==> src/core/rxsw_pkg.sv <==
// Constants and types shared by the receive status and control block.
package rxsw_pkg;

  // Register byte addresses on the AXI4-Lite port.
  localparam logic [3:0] ADDR_CTRL = 4'h0;
  localparam logic [3:0] ADDR_STAT = 4'h4;
  localparam logic [3:0] ADDR_SFIFO = 4'h8;
  localparam logic [3:0] ADDR_SRST = 4'hc;

  // Control, status and soft reset field positions.
  localparam int B_ENABLE = 2;
  localparam int B_PASSBAD = 16;
  localparam int B_ERR = 0;
  localparam int B_RUNNING = 1;
  localparam int B_DESYNC = 2;
  localparam int B_COUNT = 8;
  localparam int B_SRST = 0;

  // Status word field positions.
  localparam int SW_FFAIL = 30;
  localparam int SW_LEN = 16;
  localparam int SW_ES = 15;
  localparam int SW_BCAST = 13;
  localparam int SW_LERR = 12;
  localparam int SW_RUNT = 11;
  localparam int SW_MCAST = 10;
  localparam int SW_LONG = 7;
  localparam int SW_LATE = 6;
  localparam int SW_ETYPE = 5;
  localparam int SW_WDOG = 4;
  localparam int SW_MIIER = 3;
  localparam int SW_DRIB = 2;
  localparam int SW_CRC = 1;

  // Frame length thresholds in bytes, plus dribble bit counts.
  localparam logic [13:0] RUNT_LEN = 14'h0040;
  localparam logic [13:0] MAX_LEN = 14'h05ee;
  localparam logic [13:0] WDOG_LEN = 14'h0800;
  localparam logic [13:0] HDR_LEN = 14'h000e;
  localparam logic [13:0] FRM_OVH = 14'h0012;
  localparam logic [13:0] BC_BYTES = 14'h0006;
  localparam logic [13:0] LT_HI = 14'h000c;
  localparam logic [13:0] LT_LO = 14'h000d;
  localparam logic [15:0] ETYPE_MAX = 16'h05dc;
  localparam logic [15:0] MIN_PAY = 16'h002e;
  localparam logic [2:0] DRIB_MII = 3'h4;
  localparam logic [2:0] DRIB_10 = 3'h3;

  // Status FIFO geometry and bus responses.
  localparam int SF_DEPTH = 4;
  localparam logic [2:0] SF_FULL = 3'h4;
  localparam logic [1:0] RESP_OK = 2'h0;
  localparam logic [1:0] RESP_SLVERR = 2'h2;

  typedef enum logic [1:0] {RX_IDLE, RX_FRAME, RX_SKIP} rxsw_rx_type;

  // Per-cycle frame events from the MAC receive layer.
  typedef struct packed {
    logic sof;
    logic byte_vld;
    logic [7:0] rx_byte;
    logic rx_er;
    logic eof;
    logic crc_bad;
    logic late_col;
    logic filt_fail;
    logic mode10;
    logic [2:0] drib_bits;
  } rxsw_mac_type;

  typedef struct packed {
    logic awvalid;
    logic [3:0] awaddr;
    logic wvalid;
    logic [31:0] wdata;
    logic [3:0] wstrb;
    logic bready;
    logic arvalid;
    logic [3:0] araddr;
    logic rready;
  } rxsw_axi_m2s_type;

  typedef struct packed {
    logic awready;
    logic wready;
    logic bvalid;
    logic [1:0] bresp;
    logic arready;
    logic rvalid;
    logic [31:0] rdata;
    logic [1:0] rresp;
  } rxsw_axi_s2m_type;

  typedef struct packed {
    rxsw_rx_type rx;
    logic en;
    logic pass_bad;
    logic running;
    logic irq;
    logic err;
    logic desync;
    logic [13:0] len;
    logic [15:0] lt;
    logic bc;
    logic mc;
    logic rxer;
    logic [1:0] wp;
    logic [1:0] rp;
    logic [2:0] cnt;
    logic [SF_DEPTH-1:0][31:0] mem;
    logic bvalid;
    logic [1:0] bresp;
    logic rvalid;
    logic [31:0] rdata;
    logic [1:0] rresp;
  } rxsw_state_type;

endpackage

==> src/core/rxsw_core.sv <==
// Receive status word builder, status FIFO and receiver control.
`timescale 1ns/100ps
module rxsw_core import rxsw_pkg::*; (
  input logic aclk,
  input logic aresetn,
  input logic ce,
  input rxsw_axi_m2s_type axi_in,
  output rxsw_axi_s2m_type axi_out,
  input rxsw_mac_type mac,
  input logic dfifo_underrun,
  output logic receive_active,
  output logic receiver_error_flag,
  output logic receiver_stopped_irq
);

  rxsw_state_type st_q;
  rxsw_state_type st_d;
  logic runt;
  logic too_long;
  logic wdog;
  logic late;
  logic crcb;
  logic etype;
  logic lerr;
  logic drib;
  logic es;
  logic keep;
  logic push;
  logic push_ok;
  logic pop_ok;
  logic wr_go;
  logic rd_go;
  logic err_set;
  logic err_clr;
  logic srst;
  logic [31:0] word;

  // Frame classification from the counters of the frame just ended.
  always_comb begin
    runt = st_q.len < RUNT_LEN;
    too_long = st_q.len > MAX_LEN;
    wdog = st_q.len > WDOG_LEN;
    late = mac.late_col;
    crcb = mac.crc_bad | st_q.rxer | mac.rx_er;
    etype = (st_q.lt > ETYPE_MAX) && !(st_q.len < HDR_LEN);
    // Short length fields are padded out to the minimum frame size.
    lerr = 1'b0;
    if (!etype && !runt) begin
      if (st_q.lt < MIN_PAY) begin
        lerr = st_q.len != RUNT_LEN;
      end else begin
        lerr = {2'h0, st_q.len - FRM_OVH} != st_q.lt;
      end
    end
    drib = !late && (mac.mode10 ? (mac.drib_bits >= DRIB_10) :
                     (mac.drib_bits == DRIB_MII));
    // Dribble stays out of the summary, so it alone leaves a valid frame.
    es = runt | too_long | late | crcb;
  end

  // Status word assembly; untouched positions stay zero.
  always_comb begin
    word = 32'h0000_0000;
    word[SW_FFAIL] = mac.filt_fail;
    word[SW_LEN +: 14] = st_q.len;
    word[SW_ES] = es;
    word[SW_BCAST] = st_q.bc;
    word[SW_LERR] = lerr;
    word[SW_RUNT] = runt;
    word[SW_MCAST] = st_q.mc && !st_q.bc;
    word[SW_LONG] = too_long;
    word[SW_LATE] = late;
    word[SW_ETYPE] = etype;
    word[SW_WDOG] = wdog;
    word[SW_MIIER] = st_q.rxer | mac.rx_er;
    word[SW_DRIB] = drib;
    word[SW_CRC] = crcb;
  end

  // Handshakes: a write needs address and data together.
  // Nothing is accepted while the clock enable holds the state frozen.
  assign wr_go = ce && axi_in.awvalid && axi_in.wvalid && !st_q.bvalid;
  assign rd_go = ce && axi_in.arvalid && !st_q.rvalid;
  assign keep = !runt || st_q.pass_bad;
  assign push = (st_q.rx == RX_FRAME) && mac.eof && keep;
  assign push_ok = push && (st_q.cnt != SF_FULL);
  assign srst = wr_go && (axi_in.awaddr == ADDR_SRST) &&
                axi_in.wstrb[0] && axi_in.wdata[B_SRST];
  assign err_clr = wr_go && (axi_in.awaddr == ADDR_STAT) &&
                   axi_in.wstrb[0] && axi_in.wdata[B_ERR];
  assign pop_ok = rd_go && (axi_in.araddr == ADDR_SFIFO) &&
                  !st_q.desync && (st_q.cnt != 3'h0);
  // Underrun of either FIFO or status overrun raises the error flag.
  assign err_set = (push && !push_ok) || dfifo_underrun ||
                   (rd_go && (axi_in.araddr == ADDR_SFIFO) &&
                    !st_q.desync && (st_q.cnt == 3'h0));

  // Next-state logic for the receiver, the FIFO and the register port.
  always_comb begin
    st_d = st_q;
    st_d.irq = 1'b0;
    // Receive side frame tracking.
    unique case (st_q.rx)
      RX_IDLE: begin
        if (mac.sof) begin
          st_d.len = 14'h0000;
          st_d.lt = 16'h0000;
          st_d.bc = 1'b1;
          st_d.mc = 1'b0;
          st_d.rxer = 1'b0;
          // A frame begun while disabled is tracked but never delivered.
          st_d.rx = st_q.en ? RX_FRAME : RX_SKIP;
        end
      end
      RX_FRAME, RX_SKIP: begin
        st_d.rxer = st_q.rxer | mac.rx_er;
        if (mac.byte_vld) begin
          // Length saturates; reception itself is never cut short.
          if (st_q.len != 14'h3fff) begin
            st_d.len = st_q.len + 14'h0001;
          end
          if (st_q.len < BC_BYTES) begin
            st_d.bc = st_q.bc && (mac.rx_byte == 8'hff);
          end
          if (st_q.len == 14'h0000) begin
            st_d.mc = mac.rx_byte[0];
          end
          if (st_q.len == LT_HI) begin
            st_d.lt[15:8] = mac.rx_byte;
          end
          if (st_q.len == LT_LO) begin
            st_d.lt[7:0] = mac.rx_byte;
          end
        end
        if (mac.eof) begin
          st_d.rx = RX_IDLE;
        end
      end
    endcase
    // Halt once disabled and no delivered frame is in flight.
    if (st_q.en) begin
      st_d.running = 1'b1;
    end else if (st_q.running && (st_q.rx != RX_FRAME)) begin
      st_d.running = 1'b0;
      st_d.irq = 1'b1;
    end
    // Status FIFO write; an overrun drops the word but not reception.
    if (push_ok) begin
      st_d.mem[st_q.wp] = word;
      st_d.wp = st_q.wp + 2'h1;
    end
    if (pop_ok) begin
      st_d.rp = st_q.rp + 2'h1;
    end
    st_d.cnt = st_q.cnt + {2'h0, push_ok} - {2'h0, pop_ok};
    // Register writes.
    if (wr_go) begin
      st_d.bvalid = 1'b1;
      st_d.bresp = RESP_OK;
      unique case (axi_in.awaddr)
        ADDR_CTRL: begin
          if (axi_in.wstrb[0]) begin
            st_d.en = axi_in.wdata[B_ENABLE];
          end
          if (axi_in.wstrb[2]) begin
            st_d.pass_bad = axi_in.wdata[B_PASSBAD];
          end
        end
        ADDR_STAT, ADDR_SRST: begin
        end
        default: st_d.bresp = RESP_SLVERR;
      endcase
    end else if (st_q.bvalid && axi_in.bready) begin
      st_d.bvalid = 1'b0;
    end
    // Register reads; the status port pops one word per read unless desynced or empty.
    if (rd_go) begin
      st_d.rvalid = 1'b1;
      st_d.rresp = RESP_OK;
      st_d.rdata = 32'h0000_0000;
      unique case (axi_in.araddr)
        ADDR_CTRL: begin
          st_d.rdata[B_ENABLE] = st_q.en;
          st_d.rdata[B_PASSBAD] = st_q.pass_bad;
        end
        ADDR_STAT: begin
          st_d.rdata[B_ERR] = st_q.err;
          st_d.rdata[B_RUNNING] = st_q.running;
          st_d.rdata[B_DESYNC] = st_q.desync;
          st_d.rdata[B_COUNT +: 3] = st_q.cnt;
        end
        ADDR_SFIFO: begin
          if (pop_ok) begin
            st_d.rdata = st_q.mem[st_q.rp];
          end
        end
        ADDR_SRST: begin
        end
        default: st_d.rresp = RESP_SLVERR;
      endcase
    end else if (st_q.rvalid && axi_in.rready) begin
      st_d.rvalid = 1'b0;
    end
    // Soft reset flushes the status FIFO and regains read sync.
    if (srst) begin
      st_d.wp = 2'h0;
      st_d.rp = 2'h0;
      st_d.cnt = 3'h0;
      st_d.desync = 1'b0;
    end
    if (dfifo_underrun) begin
      st_d.desync = 1'b1;
    end
    // A new error event wins over a clear in the same cycle.
    st_d.err = (st_q.err && !err_clr && !srst) || err_set;
  end

  // State register; the clock enable freezes everything except reset, which clears it regardless.
  always_ff @(posedge aclk) begin
    if (!aresetn) begin
      st_q <= '0;
    end else if (ce) begin
      st_q <= st_d;
    end
  end

  // Port drive.
  always_comb begin
    axi_out.awready = wr_go;
    axi_out.wready = wr_go;
    axi_out.arready = rd_go;
    axi_out.bvalid = st_q.bvalid;
    axi_out.bresp = st_q.bresp;
    axi_out.rvalid = st_q.rvalid;
    axi_out.rdata = st_q.rdata;
    axi_out.rresp = st_q.rresp;
  end
  assign receive_active = st_q.running;
  assign receiver_error_flag = st_q.err;
  assign receiver_stopped_irq = st_q.irq;
endmodule

==> config.mk <==
export PLATFORM = sky130hd
export DESIGN_NAME = rxsw_core
export DESIGN_NICKNAME = d
export VERILOG_FILES = /design/src/core/rxsw_pkg.sv /design/src/core/rxsw_core.sv
export SDC_FILE = /design/constraint.sdc
export NUM_CORES = 1
export LEC_CHECK = 0
export BUFFER_PORTS_ARGS = -buffer_cell sky130_fd_sc_hd__buf_2
export CAP_MARGIN = 10
export CORE_ASPECT_RATIO = 1.1
export CORE_MARGIN = 2
export CORE_UTILIZATION = 45
export CTS_BUF_LIST = sky130_fd_sc_hd__clkbuf_4
export DETAILED_ROUTE_END_ITERATION = 8
export PLACE_DENSITY_LB_ADDON = 0.12
export SKIP_LAST_GASP = 1
export SLEW_MARGIN = 20
export SYNTH_ARGS = -nofsm -noshare
export SYNTH_HDL_FRONTEND = slang
export SYNTH_SLANG_ARGS = --single-unit
==> constraint.sdc <==
create_clock -name aclk -period 5.9 [get_ports aclk]
set_clock_uncertainty 0.2 [all_clocks]
set_input_delay 0.885 -clock aclk [delete_from_list [all_inputs] [get_ports aclk]]
set_output_delay 0.885 -clock aclk [all_outputs]
set_load 0.005 [all_outputs]
==> results.json, run 1 <==
{
  "cts_hold_buf": 0,
  "worst_pin_slew_ns": 0.8836,
  "synth_seq_area_share_pct": 41.03,
  "clock-sinks": 190,
  "path_max_fanout": 32,
  "irDropWorstVdd_uv": 109.4,
  "post-cts-setup-buffers": 0,
  "vias": 7017,
  "antenna_found_initial": 1,
  "arrival_ns": 2.32,
  "whs_ns": 0.2605,
  "max_cap_viol_count": 0,
  "avgSynthCellArea_um2": 8.991,
  "dieWidth_um": 140.9,
  "layout_min_cycle_time_ns": 3.401,
  "clkTransAtPathRegs_ns": 0.14,
  "grt_max_degree": 91,
  "synth-edff-count": 0,
  "grt_first_pass_wirelength_um": 35750,
  "rrSetupSlack_ns": 2.63,
  "highest_layer": "met4",
  "initial_utilization_pct": 45.51,
  "slew_viol_final": 0,
  "cts_made_buffers": 17,
  "max_freq_ghz": 0.2941,
  "cts_root_buf": "clkbuf_4",
  "reg2regPathDepth": 11,
  "power_density_mw_per_mm2": 218.9,
  "met1Wirelength_um": 10510,
  "tns_ns": 0,
  "drt-wirelength-per-cell_um": 16.94,
  "drc": 0,
  "gp_congestion": 0.7638,
  "final_common_cell": "nand2_1",
  "cts_resized": 0,
  "std_cell_rows": 55,
  "hold_viol": 0,
  "post-place-cells": 1255,
  "areaGrowthSynthToFinish_pct": 3.806,
  "die-area_mm2": 0.02177,
  "met2_length_um": 10270,
  "die_h_um": 154.5,
  "layout_common_cells": "nand2_1 (212), dfxtp_1 (188), a21boi_1 (80)",
  "ant_nets": 0,
  "firstDrtPassIters": 4,
  "clk_path_buf_depth": 2,
  "yosysUniqueCellTypes": 69,
  "worst_setup_path_end_kind": "output port",
  "r2r-end": "st_q[168]",
  "synthesis.area_mm2": 0.009270,
  "clk_latency_ns": 0.57,
  "critical_path_class": "in -> out",
  "grt_overflow": 0,
  "fillers": 2005,
  "synth-main-ff-cell": "dfxtp_1",
  "grt_pass1_vias": 6725,
  "io_buffers": 80,
  "required_ns": 4.82,
  "crit_end": "axi_out[35]",
  "wl_met3_um": 768,
  "setup_ws_ns": 2.499,
  "layout.cells.non_filler": 1286,
  "yosys_warnings": 0,
  "htree_levels": 4,
  "status": "complete, no violations",
  "hold_class": "reg -> reg",
  "io_pins": 116,
  "pre_cts_ws_ns": 1.843,
  "rsz0062_at_grt": "false",
  "start_kind": "input pin",
  "worstReg2RegStart": "st_q[199]",
  "grt_usage_pct": 20.53,
  "setup_viol": 0,
  "slew_headroom_pct": 41.09,
  "async_reset_ff_share_pct": 0,
  "hold_path_startpoint": "st_q[115]",
  "dp_hpwl_um": 14020,
  "critical_path.startpoint": "ce",
  "synthCells": 1031,
  "ys_ff_latch": 190,
  "drtIter0Drc": 477,
  "period_share_pct": 57.64,
  "final_nets": 1104,
  "drive_above_1_share_pct": 16.13,
  "drt-total-wl_um": 21780,
  "core_area_mm2": 0.02037,
  "cts_tree": "built",
  "vias_per_cell": 5.456,
  "leakagePower_uw": 0.003633
}
==> worst min-delay path by stage <==
stage                     end  slack (ns)  depth (start not counted)
finish              st_q[115]        0.26                          2
global route        st_q[147]        0.27                          2
detailed placement  st_q[122]        0.24                          2
CTS                 st_q[122]        0.26                          2
global placement    st_q[150]        0.24                          2
floorplan           st_q[104]        0.23                          2
==> logic make-up after synthesis <==
logic type                 synth area share (%)
DFF                                       41.03
xor gates and xnor gates                  2.740
and+or+nand+nor                           20.68
other                                   0.04045
muxes                                     8.017
adders and majority gates                 1.971
AOI/OAI and AO/OA                         17.41
buffers and inverters                     8.112
==> area by class of cell <==
cell class	instances	area [um^2]	share of cell area, %
Clock buffer	18	135.1	1.404
Antenna cell	1	2.502	0.02600
Multi-Input combinational cell	708	4728	49.14
Timing Repair Buffer	83	425.4	4.421
Inverter	18	67.56	0.7021
Sequential cell	190	3806	39.55
Clock inverter	12	137.6	1.430
Tap cell	256	320.3	3.329
==> per-layer routing <==
layer  up-vias  GRT usage (%)
li1       3496              -
met1      3366          28.60
met2       134          33.54
met3        21          3.282
met4         0          5.000
met5         -              0
==> synth_stat cells, drive strengths merged (7+ instances only) <==
cell type,n,area [um^2]
a21boi,89,668.1
a21oi,13,65.06
a22oi,40,300.3
and2,14,97.59
buf,71,508.0
clkbuf,47,176.4
dfxtp,190,3804
ha,13,162.7
inv,18,67.56
mux2i,9,90.09
mux4,27,608.1
nand2,216,820.8
nand3,26,130.1
nand4,10,62.56
nor2,46,177.7
nor2b,46,287.8
nor3,13,65.06
nor3b,7,52.55
o211a,18,180.2
o21ai,24,123.9
xnor2,12,105.1
xor2,17,148.9
==> worst max-delay path, stage by stage <==
cell and delay (ns):
buf_2 0.28, nand2_1 0.07, or2_2 0.53, inv_1 0.36
buf_2 0.18
==> flip-flops by register name (all words and copies together) (netlist names) <==
name and cells:
receive_active 1, receiver_stopped_irq 1, st_q 153, receiver_error_flag 1, axi_out 34
==> stage by stage <==
| step | utilization, % | total power [uW] | instance area, um^2 |
|---|---|---|---|
| finish | 47.24 | 2107 | 9623 |
| global route | 47.24 | 2195 | 9623 |
| CTS | 47.23 | 2135 | 9620 |
| detailed placement | 45.89 | 1427 | 9348 |
| global placement | 45.89 | 1428 | 9348 |
| floorplan | - | 1394 | 9281 |
==> where the power goes <==
| group | total [uW] | leakage [uW] | switching (uW) | internal, uW |
|---|---|---|---|---|
| Sequential | 1300 | 0.00153 | 7.26 | 1290 |
| Combinational | 101 | 0.00195 | 59.6 | 41.4 |
| Clock | 708 | 0.000151 | 450 | 258 |
Note: power is estimated with default switching activity, not from simulation.
==> inputs of run 2 (changes only) <==
--- a/config.mk
+++ b/config.mk
@@ -5,6 +5,7 @@
 export SDC_FILE = /design/constraint.sdc
 export NUM_CORES = 1
 export LEC_CHECK = 0
+export ABC_AREA = 1
 export BUFFER_PORTS_ARGS = -buffer_cell sky130_fd_sc_hd__buf_2
 export CAP_MARGIN = 10
 export CORE_ASPECT_RATIO = 1.1
==> constraint.sdc (replaced) <==
create_clock -name aclk -period 2.86 [get_ports aclk]
set_clock_uncertainty 0.2 [all_clocks]
set_input_delay 0.429 -clock aclk [delete_from_list [all_inputs] [get_ports aclk]]
set_output_delay 0.429 -clock aclk [all_outputs]
set_load 0.005 [all_outputs]
==> run 2 against run 1 <==
  * Synthesized area down 2.1%
  * First-iteration DRC count up 42%
  * Power up 120%
  * Critical path type is now reg -> reg
  * Largest cell class unchanged
==> results.json, run 2 <==
{
  "synth_seq_area_share_pct": 41.93,
  "tns_ns": 0,
  "drt-wirelength-per-cell_um": 15.72,
  "setup_ws_ns": 0.1893,
  "cp_top_family": "adder cells",
  "hold_viol": 0,
  "period_share_pct": 93.38,
  "firstDrtPassIters": 6,
  "use_met2_pct": 39.45,
  "worst_setup_path_end_kind": "register",
  "post-place-cells": 1548,
  "ant_nets": 0,
  "slew_viol_final": 0,
  "critical_path_class": "reg -> reg",
  "io_buffers": 80,
  "worstPathCellList": "inv_2 -> nand2_1 -> nor2_2 -> nand2_4 -> nor2_4 -> a21oi_4 -> nand2_1 -> ha_1 -> inv_1 -> ha_1 -> fa_1 -> nor2_1 -> a211oi_1",
  "worstReg2RegStart": "st_q[202]",
  "arrival_ns": 2.96,
  "clk_path_buf_depth": 2,
  "ys_ff_latch": 190,
  "std_cell_rows": 54,
  "synthCells": 1291,
  "synthesis.area_mm2": 0.009072,
  "largest_register_ffs": 153,
  "met3_usage_pct": 3.571,
  "slowest_stage": "dfxtp_1",
  "rsz0062_at_grt": "false",
  "grt_pass1_vias": 8079,
  "worst_pin_slew_ns": 0.9806,
  "cts_made_buffers": 17,
  "yosys_warnings": 0,
  "layout.cells.non_filler": 1609,
  "synth-main-ff-cell": "dfxtp_1",
  "required_ns": 3.15,
  "setup_viol": 0,
  "whs_ns": 0.04593,
  "cts_root_buf": "clkbuf_4",
  "critical_path.startpoint": "st_q[202]",
  "pre_cts_ws_ns": 0.1713,
  "io_pins": 116,
  "grt_overflow": 0,
  "crit_end": "st_q[167]",
  "cts_tree": "built",
  "grt_usage_pct": 24.04,
  "antenna_found_initial": 1,
  "core_area_mm2": 0.01980,
  "path_buf_inv": 2,
  "grt_most_used_layer": "met2",
  "regMostFlops": "st_q",
  "irDropWorstVdd_uv": 257.9,
  "avgSynthCellArea_um2": 7.027,
  "post-synth-top-count-cell": "nand2_1",
  "netlist_top_cells_area": "dfxtp_1 (42%), nand2_1 (9.6%), a21oi_1 (9.2%)",
  "vias": 8601,
  "dp_hpwl_um": 17030,
  "yosysUniqueCellTypes": 39,
  "drt-total-wl_um": 25300,
  "max_cap_viol_count": 0,
  "power_density_mw_per_mm2": 462.1,
  "r2r-end": "st_q[167]",
  "slew_headroom_pct": 34.56,
  "clock-sinks": 190,
  "reg2regPathDepth": 13,
  "crit_cells": 13,
  "clk_latency_ns": 0.56,
  "leakagePower_uw": 0.004348,
  "drive_above_1_share_pct": 11.95,
  "rrSetupSlack_ns": 0.19,
  "max_freq_ghz": 0.3744,
  "synth_top_area_share_pct": 41.93,
  "final_nets": 1430,
  "vias_per_cell": 5.346,
  "async_reset_ff_share_pct": 0,
  "synth_common_cells": "nand2_1 (231), dfxtp_1 (190), a21oi_1 (167)",
  "grt_first_pass_wirelength_um": 41360,
  "initial_utilization_pct": 45.83,
  "layout_common_cells": "nand2_1 (231), dfxtp_1 (189), a21oi_1 (167)",
  "areaGrowthSynthToFinish_pct": 11.03,
  "synth-edff-count": 0,
  "hold_class": "in -> reg",
  "die-area_mm2": 0.02131,
  "die_h_um": 152.9,
  "status": "complete, no violations",
  "slowest_delay_ns": 0.50,
  "start_kind": "register",
  "cts_resized": 0,
  "finalCoreUtilization_pct": 50.88,
  "layout_min_cycle_time_ns": 2.671,
  "clkTransAtPathRegs_ns": 0.15,
  "htree_levels": 4,
  "dieWidth_um": 139.4,
  "path_max_fanout": 7,
  "synth_top_area_cell": "dfxtp_1",
  "final_common_cell": "nand2_1",
  "gp_congestion": 0.9097,
  "use_met1_pct": 32.09,
  "drtIter0Drc": 676,
  "drc": 0,
  "grt_max_degree": 48
}
==> run 2: how the worst min path moves through the flow <==
stage | from | endpoint | cells past startpoint
CTS | mac[18] | st_q[212] | 5
finish | ce | st_q[168] | 3
global placement | st_q[173] | st_q[173] | 2
detailed placement | st_q[173] | st_q[173] | 2
global route | mac[18] | st_q[212] | 5
floorplan | st_q[173] | st_q[173] | 2
==> run 2: logic make-up (layout without fill, tap and decap cells) <==
| kind of cell | count (synthesis) | after routing | share of synthesized area [%] |
|---|---|---|---|
| xor gates and xnor gates | 12 | 12 | 1.158 |
| DFF | 190 | 190 | 41.93 |
| adders and majority gates | 14 | 14 | 2.014 |
| AOI/OAI and AO/OA | 400 | 400 | 22.98 |
| other | 1 | 5 | 0.04133 |
| buffers and inverters | 219 | 281 | 11.29 |
| and+or+nand+nor | 455 | 455 | 20.59 |
==> run 2: final cells by class <==
| cell class | count | area [um^2] |
|---|---|---|
| Inverter | 109 | 409.1 |
| Timing Repair Buffer | 141 | 968.4 |
| Sequential cell | 190 | 3805 |
| Antenna cell | 1 | 2.502 |
| Fill cell | 2023 | 9723 |
| Clock inverter | 14 | 190.2 |
| Multi-Input combinational cell | 885 | 4255 |
| Clock buffer | 17 | 127.6 |
| Tap cell | 252 | 315.3 |
==> run 2: what timing repair did <==
action / in CTS / in global routing
buffers inserted: 0 / 0
hold buffers: 29 / 0
endpoints found under the hold margin: 36 / 0
==> run 2: per-layer routing <==
metal | wire length, um | share of wire (%)
met1 | 11590 | 46
met2 | 11650 | 46
met3 | 1259 | 5.0
met4 | 794 | 3.1
met5 | 0 | 0
==> run 2: report_power, final <==
group	switching [uW]	internal [uW]
combinational	221	126
sequential	15.6	2670
clock	930	691
==> run 2: tightest hold or removal path, stage by stage <==
cell and delay [ns]:
buf_2 0.09, buf_4 0.18, a211oi_1 0.08
==> run 2: per-stage QoR <==
stage,instance area (um^2),total power (uW)
CTS,10070,4694
global route,10070,4844
floorplan,9084,2947
detailed placement,9463,3064
finish,10070,4655
global placement,9463,3061
